===== config.mk =====
export PLATFORM = sky130hd
export DESIGN_NAME = ccm_charger_config_mask_regs
export DESIGN_NICKNAME = d
export VERILOG_FILES = /design/src/design/ccm_pkg.sv /design/src/design/ccm_charger_config_mask_regs.sv /design/src/design/ccm_sync2.sv
export VERILOG_INCLUDE_DIRS = /design/src /design/src/design
export SDC_FILE = /design/constraint.sdc
export NUM_CORES = 1
export LEC_CHECK = 0
export ABC_AREA = 1
export ABC_CLOCK_PERIOD_IN_PS = 4000
export BUFFER_PORTS_ARGS = -buffer_cell sky130_fd_sc_hd__buf_4
export CORE_AREA = 2 2 115 162
export DETAILED_ROUTE_END_ITERATION = 10
export DIE_AREA = 0 0 117 164
export MAX_ROUTING_LAYER = met4
export PLACE_DENSITY_LB_ADDON = 0.2
export SLEW_MARGIN = 20
export SYNTH_ARGS = -nofsm -noshare
export SYNTH_HDL_FRONTEND = slang
export SYNTH_SLANG_ARGS = --single-unit
export TNS_END_PERCENT = 100

===== constraint.sdc =====
create_clock -name i_ref_clk -period 4 [get_ports i_ref_clk]
set_input_delay 0.2 -clock i_ref_clk [delete_from_list [all_inputs] [get_ports i_ref_clk]]
set_output_delay 0.2 -clock i_ref_clk [all_outputs]
set_load 0.02 [all_outputs]

===== src/design/ccm_consts.svh =====
// Constants of the charger configuration and mask register bank
`ifndef CCM_CONSTS_SVH
`define CCM_CONSTS_SVH

// Register offsets
`define CCM_OFF_FLAG   8'h06
`define CCM_OFF_MASK   8'h0A
`define CCM_OFF_VBAT   8'h12
`define CCM_OFF_ICHG   8'h13
`define CCM_OFF_PCHG   8'h14
`define CCM_OFF_TERM   8'h15

// Reset values
`define CCM_RST_FLAG   8'h00
`define CCM_RST_MASK   8'h00
`define CCM_RST_VBAT   8'h3C
`define CCM_RST_ICHG   8'h08
`define CCM_RST_PCHG   8'h02
`define CCM_RST_TERM   8'h14
`define CCM_RST_VMV    13'h1068
`define CCM_RST_ICHUA  20'h02710
`define CCM_RST_PCHUA  20'h009C4

// Mask and flag bit positions
`define CCM_B_WD       6
`define CCM_B_TMR      5
`define CCM_B_OCP      4
`define CCM_B_WK1      2
`define CCM_B_WK2      1
`define CCM_B_RSTW     0
`define CCM_EVT_VALID  8'h77

// Field positions
`define CCM_VBAT_MSB   6
`define CCM_B_STEP     7
`define CCM_PCHG_MSB   4
`define CCM_TERM_MSB   5
`define CCM_TERM_LSB   1
`define CCM_B_TDIS     0

// Scaling, in mV and uA
`define CCM_VREG_BASE  13'h0E10
`define CCM_VREG_STEP  13'h000A
`define CCM_VREG_MAX   7'h64
`define CCM_STEP_FINE  20'h004E2
`define CCM_STEP_WIDE  20'h009C4

// Serial link
`define CCM_BYTE_BITS  4'h8
`define CCM_BIT_ONE    4'h1
`define CCM_BIT_ZERO   4'h0

`endif


===== src/design/ccm_pkg.sv =====
// Types of the charger configuration and mask register bank
`default_nettype none

package ccm_pkg;

  // Serial target engine states; code 3'b111 is unused
  typedef enum logic [2:0] {
    ccm_st_idle = 3'b000,
    ccm_st_addr = 3'b001,
    ccm_st_aack = 3'b010,
    ccm_st_wr   = 3'b011,
    ccm_st_wack = 3'b100,
    ccm_st_rd   = 3'b101,
    ccm_st_rack = 3'b110
  } ccm_i2c_st_t;

  // One bit per interrupt source, high in each cycle the event is seen
  typedef struct packed {
    logic watchdog_fault;
    logic charge_timer_fault;
    logic regulator_overcurrent;
    logic button_wake_first;
    logic button_wake_second;
    logic button_reset_warning;
  } ccm_evt_t;

  // Settings toward the charger; voltage in mV, currents in uA
  typedef struct packed {
    logic        watchdog_fault_irq_mask;
    logic        charge_timer_fault_irq_mask;
    logic        regulator_overcurrent_irq_mask;
    logic        button_wake_first_irq_mask;
    logic        button_wake_second_irq_mask;
    logic        button_reset_warning_irq_mask;
    logic        button_wake_first_flag;
    logic [12:0] regulation_voltage_target;
    logic [7:0]  fast_charge_current_code;
    logic [19:0] programmed_charge_current;
    logic        current_step_select;
    logic [4:0]  precharge_current_code;
    logic [19:0] precharge_current;
    logic [4:0]  termination_percent_code;
    logic        termination_disable;
  } ccm_cfg_t;

  typedef struct packed {
    ccm_i2c_st_t st;
    logic        scl_q;
    logic        sda_q;
    logic [3:0]  bitc;
    logic [7:0]  shf;
    logic [7:0]  ptr;
    logic        first;
    logic        rw;
    logic        mack;
    logic        sda_oe;
    logic [7:0]  flags;
    logic [7:0]  mask;
    logic [7:0]  vbat;
    logic [7:0]  ichg;
    logic [7:0]  pchg;
    logic [7:0]  term;
    logic        irq;
    logic [12:0] vreg_mv;
    logic [19:0] ichg_ua;
    logic [19:0] pchg_ua;
  } ccm_state_t;

endpackage

`default_nettype wire


===== src/design/ccm_charger_config_mask_regs.sv =====
// Charger configuration and mask registers behind an I2C target port
// Functional notes
// [RULE1] Mask bit one suppresses interrupt, resets zero
// [RULE2] Watchdog bit6, timer bit5, overcurrent bit4
// [RULE3] Wake1 bit2, wake2 bit1, reset warning bit0
// [RULE4] Regulation voltage is 3.6V plus code*10mV
// [RULE5] Codes above 4.6V are stored as 4.6V
// [RULE6] Regulation register resets to 0x3C, 4.2V
// [RULE7] Fast current is code times selected step
// [RULE8] Fast current register resets to code 0x8
// [RULE9] Step bit: 0 gives 1.25mA, 1 gives 2.5mA
// [RULE10] Precharge code bits4-0 times step, resets 00010
// [RULE11] Termination code bits5-1, percent, resets 01010
// [RULE12] Host never writes termination code zero
// [RULE13] Bit0 one disables termination, resets zero
// [RULE14] Wake1 flag sets on expiry, cleared by read
// [RULE15] Masked event still flags, no interrupt
`timescale 1ns/1ps
`default_nettype none
`include "ccm_consts.svh"

module ccm_charger_config_mask_regs
  import ccm_pkg::*;
#(
  parameter logic [6:0] I2C_ADDR = 7'h2A
) (
  input  wire logic     i_ref_clk,
  input  wire logic     i_nrst,
  input  wire logic     i_scl,
  input  wire logic     i_sda,
  output var  logic     o_sda_o,
  output var  logic     o_sda_oe,
  input  wire ccm_evt_t i_evt,
  output var  ccm_cfg_t o_cfg,
  output var  logic     o_irq
);

  localparam ccm_state_t RST = '{
    st:      ccm_st_idle,
    scl_q:   1'b1,
    sda_q:   1'b1,
    bitc:    `CCM_BIT_ZERO,
    shf:     8'h00,
    ptr:     8'h00,
    first:   1'b0,
    rw:      1'b0,
    mack:    1'b0,
    sda_oe:  1'b0,
    flags:   `CCM_RST_FLAG,
    mask:    `CCM_RST_MASK,
    vbat:    `CCM_RST_VBAT,
    ichg:    `CCM_RST_ICHG,
    pchg:    `CCM_RST_PCHG,
    term:    `CCM_RST_TERM,
    irq:     1'b0,
    vreg_mv: `CCM_RST_VMV,
    ichg_ua: `CCM_RST_ICHUA,
    pchg_ua: `CCM_RST_PCHUA
  };

  ccm_state_t s;
  ccm_state_t next_s;
  logic [1:0] pins;
  logic       scl;
  logic       sda;
  logic       rise;
  logic       fall;
  logic       start;
  logic       stop;
  logic       ld;
  logic       wr_now;
  logic [7:0] rdat;
  logic [7:0] clr;
  logic [7:0] evt_vec;
  logic [6:0] vcode;
  logic [19:0] step;

  ccm_sync2 #(
    .W (2)
  ) u_sync (
    .i_ref_clk (i_ref_clk),
    .i_nrst    (i_nrst),
    .i_d       ({i_scl, i_sda}),
    .o_q       (pins)
  );

  assign scl   = pins[1];
  assign sda   = pins[0];
  assign rise  = scl & ~s.scl_q;
  assign fall  = ~scl & s.scl_q;
  assign start = scl & s.scl_q & s.sda_q & ~sda;
  assign stop  = scl & s.scl_q & ~s.sda_q & sda;

  always_comb
  begin
    next_s  = s;
    ld      = 1'b0;
    wr_now  = 1'b0;
    clr     = 8'h00;
    evt_vec = 8'h00;
    vcode   = s.shf[`CCM_VBAT_MSB:0];
    evt_vec[`CCM_B_WD]   = i_evt.watchdog_fault;
    evt_vec[`CCM_B_TMR]  = i_evt.charge_timer_fault;
    evt_vec[`CCM_B_OCP]  = i_evt.regulator_overcurrent;
    evt_vec[`CCM_B_WK1]  = i_evt.button_wake_first;     // [RULE14]
    evt_vec[`CCM_B_WK2]  = i_evt.button_wake_second;
    evt_vec[`CCM_B_RSTW] = i_evt.button_reset_warning;
    case (s.ptr)
      `CCM_OFF_FLAG: rdat = s.flags;
      `CCM_OFF_MASK: rdat = s.mask;
      `CCM_OFF_VBAT: rdat = s.vbat;
      `CCM_OFF_ICHG: rdat = s.ichg;
      `CCM_OFF_PCHG: rdat = s.pchg;
      `CCM_OFF_TERM: rdat = s.term;
      default:       rdat = 8'h00;
    endcase
    next_s.scl_q = scl;
    next_s.sda_q = sda;
    if (start)
    begin
      next_s.st     = ccm_st_addr;
      next_s.bitc   = `CCM_BIT_ZERO;
      next_s.sda_oe = 1'b0;
    end
    else if (stop)
    begin
      next_s.st     = ccm_st_idle;
      next_s.sda_oe = 1'b0;
    end
    else
    begin
      unique case (s.st)
        ccm_st_idle: ;
        ccm_st_addr, ccm_st_wr:
        begin
          if (rise)
          begin
            next_s.shf  = {s.shf[6:0], sda};
            next_s.bitc = s.bitc + `CCM_BIT_ONE;
          end
          else if (fall && s.bitc == `CCM_BYTE_BITS)
          begin
            if (s.st == ccm_st_addr)
            begin
              if (s.shf[7:1] == I2C_ADDR)
              begin
                next_s.sda_oe = 1'b1;
                next_s.rw     = s.shf[0];
                next_s.first  = 1'b1;
                next_s.st     = ccm_st_aack;
              end
              else
                next_s.st = ccm_st_idle;
            end
            else
            begin
              next_s.sda_oe = 1'b1;
              next_s.st     = ccm_st_wack;
              if (s.first)
              begin
                next_s.ptr   = s.shf;
                next_s.first = 1'b0;
              end
              else
              begin
                wr_now     = 1'b1;
                next_s.ptr = s.ptr + 8'h01;
              end
            end
          end
        end
        ccm_st_aack:
        begin
          if (fall)
          begin
            if (s.rw)
              ld = 1'b1;
            else
            begin
              next_s.sda_oe = 1'b0;
              next_s.bitc   = `CCM_BIT_ZERO;
              next_s.st     = ccm_st_wr;
            end
          end
        end
        ccm_st_wack:
        begin
          if (fall)
          begin
            next_s.sda_oe = 1'b0;
            next_s.bitc   = `CCM_BIT_ZERO;
            next_s.st     = ccm_st_wr;
          end
        end
        ccm_st_rd:
        begin
          if (fall)
          begin
            if (s.bitc == `CCM_BYTE_BITS)
            begin
              next_s.sda_oe = 1'b0;
              next_s.st     = ccm_st_rack;
            end
            else
            begin
              next_s.sda_oe = ~s.shf[6];
              next_s.shf    = {s.shf[6:0], 1'b0};
              next_s.bitc   = s.bitc + `CCM_BIT_ONE;
            end
          end
        end
        ccm_st_rack:
        begin
          if (rise)
            next_s.mack = ~sda;
          else if (fall)
          begin
            if (s.mack)
              ld = 1'b1;
            else
              next_s.st = ccm_st_idle;
          end
        end
        default: next_s.st = ccm_st_idle;
      endcase
    end
    if (ld)
    begin
      next_s.shf    = rdat;
      next_s.sda_oe = ~rdat[7];
      next_s.bitc   = `CCM_BIT_ONE;
      next_s.ptr    = s.ptr + 8'h01;
      next_s.st     = ccm_st_rd;
      if (s.ptr == `CCM_OFF_FLAG)
        clr = 8'hFF;                                    // [RULE14]
    end
    if (wr_now)
    begin
      case (s.ptr)
        `CCM_OFF_MASK: next_s.mask = s.shf;             // [RULE2] [RULE3]
        `CCM_OFF_VBAT:
        begin
          if (vcode > `CCM_VREG_MAX)
            vcode = `CCM_VREG_MAX;                      // [RULE5]
          next_s.vbat = {s.shf[7], vcode};
        end
        `CCM_OFF_ICHG: next_s.ichg = s.shf;
        `CCM_OFF_PCHG: next_s.pchg = s.shf;
        `CCM_OFF_TERM: next_s.term = s.shf;             // [RULE11] [RULE13]
        default: ;
      endcase
    end
    // A new event wins over a read-clear in the same cycle
    next_s.flags = (s.flags & ~clr) | (evt_vec & `CCM_EVT_VALID); // [RULE15]
    next_s.irq = |(next_s.flags & ~next_s.mask & `CCM_EVT_VALID); // [RULE1]
    step = s.pchg[`CCM_B_STEP] ? `CCM_STEP_WIDE : `CCM_STEP_FINE; // [RULE9]
    next_s.vreg_mv = `CCM_VREG_BASE
                   + 13'(s.vbat[`CCM_VBAT_MSB:0]) * `CCM_VREG_STEP; // [RULE4]
    next_s.ichg_ua = 20'(s.ichg) * step;                // [RULE7]
    next_s.pchg_ua = 20'(s.pchg[`CCM_PCHG_MSB:0]) * step; // [RULE10]
  end

  always_ff @(posedge i_ref_clk)
  begin
    if (!i_nrst)
      s <= RST;                           // [RULE6] [RULE8] [RULE10]
    else
      s <= next_s;
  end

  assign o_sda_o  = 1'b0;
  assign o_sda_oe = s.sda_oe;
  assign o_irq    = s.irq;

  always_comb
  begin
    o_cfg = '0;
    o_cfg.watchdog_fault_irq_mask        = s.mask[`CCM_B_WD];
    o_cfg.charge_timer_fault_irq_mask    = s.mask[`CCM_B_TMR];
    o_cfg.regulator_overcurrent_irq_mask = s.mask[`CCM_B_OCP];
    o_cfg.button_wake_first_irq_mask     = s.mask[`CCM_B_WK1];
    o_cfg.button_wake_second_irq_mask    = s.mask[`CCM_B_WK2];
    o_cfg.button_reset_warning_irq_mask  = s.mask[`CCM_B_RSTW];
    o_cfg.button_wake_first_flag         = s.flags[`CCM_B_WK1];
    o_cfg.regulation_voltage_target      = s.vreg_mv;
    o_cfg.fast_charge_current_code       = s.ichg;
    o_cfg.programmed_charge_current      = s.ichg_ua;
    o_cfg.current_step_select            = s.pchg[`CCM_B_STEP];
    o_cfg.precharge_current_code         = s.pchg[`CCM_PCHG_MSB:0];
    o_cfg.precharge_current              = s.pchg_ua;
    o_cfg.termination_percent_code = s.term[`CCM_TERM_MSB:`CCM_TERM_LSB];
    o_cfg.termination_disable            = s.term[`CCM_B_TDIS];
  end
endmodule

`default_nettype wire


===== src/design/ccm_sync2.sv =====
// Two-flop synchroniser for asynchronous pin inputs
`timescale 1ns/1ps
`default_nettype none

module ccm_sync2 #(
  parameter int W = 2
) (
  input  wire logic         i_ref_clk,
  input  wire logic         i_nrst,
  input  wire logic [W-1:0] i_d,
  output var  logic [W-1:0] o_q
);

  typedef struct packed {
    logic [W-1:0] s1;
    logic [W-1:0] s2;
  } ccm_sync_t;

  ccm_sync_t s;
  ccm_sync_t next_s;

  always_comb
  begin
    next_s.s1 = i_d;
    next_s.s2 = s.s1;
  end

  // Idle bus lines are high
  always_ff @(posedge i_ref_clk)
  begin
    if (!i_nrst)
      s <= '1;
    else
      s <= next_s;
  end

  assign o_q = s.s2;

endmodule

`default_nettype wire


==> out/results.ini <==
[floorplanning]
fp-row-count = 58
dieArea_um2 = 19200
core-area_um2 = 17800
ios = 93
die_x_um = 117
die_h_um = 164
initial_core_util = 0.542

[clocking]
cts.htree.levels = 4
clock_path_buffers = 2
path_clk_slew_ps = 70
worstSkewPairLatency_ps = 430
cts_buffers = 17
cts-root-buf = clkbuf_16
tritoncts = done
clock_sinks = 129

[yosys]
synth-edff-count = 0
ys_seq_area_frac = 0.268
ys_ff_latch = 129
syn_inst = 1307
avgSynthCellArea_um2 = 7.37
ys_warn_count = 0
synth_cell_types = 49
syn-cell-area_um2 = 9640
synth_flop_cell = dfxtp_1
async_flop_share = 0

[detailed_routing]
detail-route-antenna-nets = 0
drc_errors = 0
wl_met1_um = 9740
top_layer_used = met4
wl_met3_um = 930
vias = 8306
vias_per_cell = 5.19
wl_met2_um = 12100
totalWireLength_um = 23400
drt_first_pass_iters = 5
wl_per_cell_um = 14.6
drt_iter0_drc = 517

[global_route]
grt_pass1_vias = 7901
grt_max_degree = 83
grt_overflow_total = 0
grt_pass1_wl_um = 37800
track_usage = 0.258
antenna_found_initial = 0

[setup_path]
slowest_delay_ps = 540
crit_path_end_kind = flip-flop
slowest_stage = fa_1
critPathMaxFanout = 11
r2r-start = o_cfg[31]
worstPathArrival_ps = 4210
critPathLaunch = o_cfg[31]
crit_buf_inv = 4
critPathRequiredTime_ps = 4320
path_cells = buf_6, o21ai_0, fa_1, fa_1, inv_1, fa_1, inv_1, ha_4, nand2_1, nor2_2, nand2_1, nand4_1, buf_4, o21ai_0, a21oi_1
path_class = reg -> reg
crit_top_cell = fa_1
critPathTopFamily = adder cells
worst_setup_path_start_kind = flip-flop

[sta]
fin_ws_ps = 112
fin_skew_ps = 8.95
period_needed_ps = 3890
final_hold_viol_count = 0
max_freq_mhz = 257
post-route-period-util = 0.972
setup_violations = 0
grt_setup_unrepaired = true
tightestPinTransition_ps = 842
slew_violations = 0
slew-limit-headroom = 0.439

[placed_design]
place.gp.congestion = 0.979
dpl.cell_count = 1565
dpl.hpwl_um = 17500
place_ws_ps = -43.0
io_buffer_count = 85

[power_and_ir_drop]
p_leak_nw = 5.38
p_per_area_nw_per_um2 = 368
worst_ir_drop_vdd_mv = 0.233

[cells_and_area]
drive_gt1_frac = 0.172
final_cell_count_no_fill = 1601
area_growth_pct = 13.4
final_common_cell = nand2_1
nets = 1486
fillers = 1590
multi_input_area_um2 = 5710
diodes = 0
layout_common_cells = nand2_1 (219), inv_1 (201), dfxtp_1 (125)
regArea_um2 = 2590

[worst_hold_path]
hold_class = in -> reg
hold_start = i_evt[2]

[outcome]
status = finished clean

[job]
cap_viol_max_count = 0

==> state kept, by name, indices dropped and copies added, names as in the netlist <==
| signal | flops |
|---|---|
| u_sync.next_s | 2 |
| o_cfg | 74 |
| o_sda_oe | 1 |
| u_sync.o_q | 2 |
| s | 49 |
| o_irq | 1 |
==> path summary, 6_finish.rpt <==
path | endpoint | slack, ps | depth (start not counted)
setup / recovery | o_cfg[47] | 110 | 15
hold / removal | o_cfg[73] | 30 | 3
setup reg to reg | o_cfg[47] | 110 | 15
hold reg to reg | u_sync.o_q[1] | 410 | 1
==> synth_stat cells (8+ instances only) <==
cell type	instances	area (µm²)
nor3_1	11	55.1
fa_1	44	881
inv_1	210	788
nand2_2	14	87.6
o211ai_1	15	113
or2_2	11	68.8
nand2_1	227	852
xor2_1	8	70.1
buf_4	85	638
nor2_1	91	342
nand3_1	64	320
clkbuf_1	16	60.1
a21oi_1	106	531
ha_1	84	1050
o21ai_0	100	500
dfxtp_1	129	2580
==> power by group <==
group	switching [mW]	internal [mW]	total (mW)
Sequential	0.103	1.36	1.46
Combinational	0.517	0.268	0.785
Clock	0.645	1.13	1.78
Total	1.27	2.76	4.02
==> final cells by class <==
type / instances / share of cell area
multi-input cells: 871 / 0.522
well taps: 240 / 0.0275
flip-flops and latches: 129 / 0.237
clock inverters: 14 / 0.0205
repair buffers: 111 / 0.0771
inverters: 218 / 0.0754
clock buffers: 18 / 0.0402
==> metal layers <==
layer  vias up  GRT usage
li1       4173          -
met1      3879      0.301
met2       199      0.446
met3        55     0.0384
met4         0     0.0947
met5         -          -
==> repair_timing <==
item,in CTS,in global routing
pin swaps,2,20
hold buffers,2,0
endpoints found under the hold margin,2,0
gates resized for setup,8,36
buffers inserted,0,2
setup endpoints to repair,5,10
gates cloned,0,0
==> metrics by stage <==
| stage | instance area (µm²) | hold WS, ps | power [mW] | util | setup TNS (ps) |
|---|---|---|---|---|---|
| final | 10900 | 27.1 | 4.02 | 0.614 | 0 |
| after global routing | 10900 | 29.3 | 4.21 | 0.614 | -36.4 |
| after CTS | 10800 | 18.0 | 4.04 | 0.608 | 0 |
| after detailed placement | 10100 | 391 | 2.25 | 0.567 | -71.2 |
| after global placement | 10100 | 389 | 2.24 | 0.567 | 0 |
| after floorplan | 9720 | 307 | 2.06 | - | 0 |
==> worst min-delay path, stage by stage <==
cell     delay [ps]
buf_4            80
inv_1            40
a21oi_1         120
==> cells by family (layout without fill, tap and decap cells) <==
family                   after synthesis  count (layout)  share of synthesized area
AO/OA/AOI/OAI                        255             255                      0.145
XOR/XNOR                              15              15                     0.0136
adder cells (fa/ha/maj)              128             128                      0.200
buffers and inverters                329             361                      0.163
flip-flops                           129             129                      0.268
other                                  2              24                   0.000779
AND/OR/NAND/NOR                      449             449                      0.210
Power figures use the tool's default switching activity.
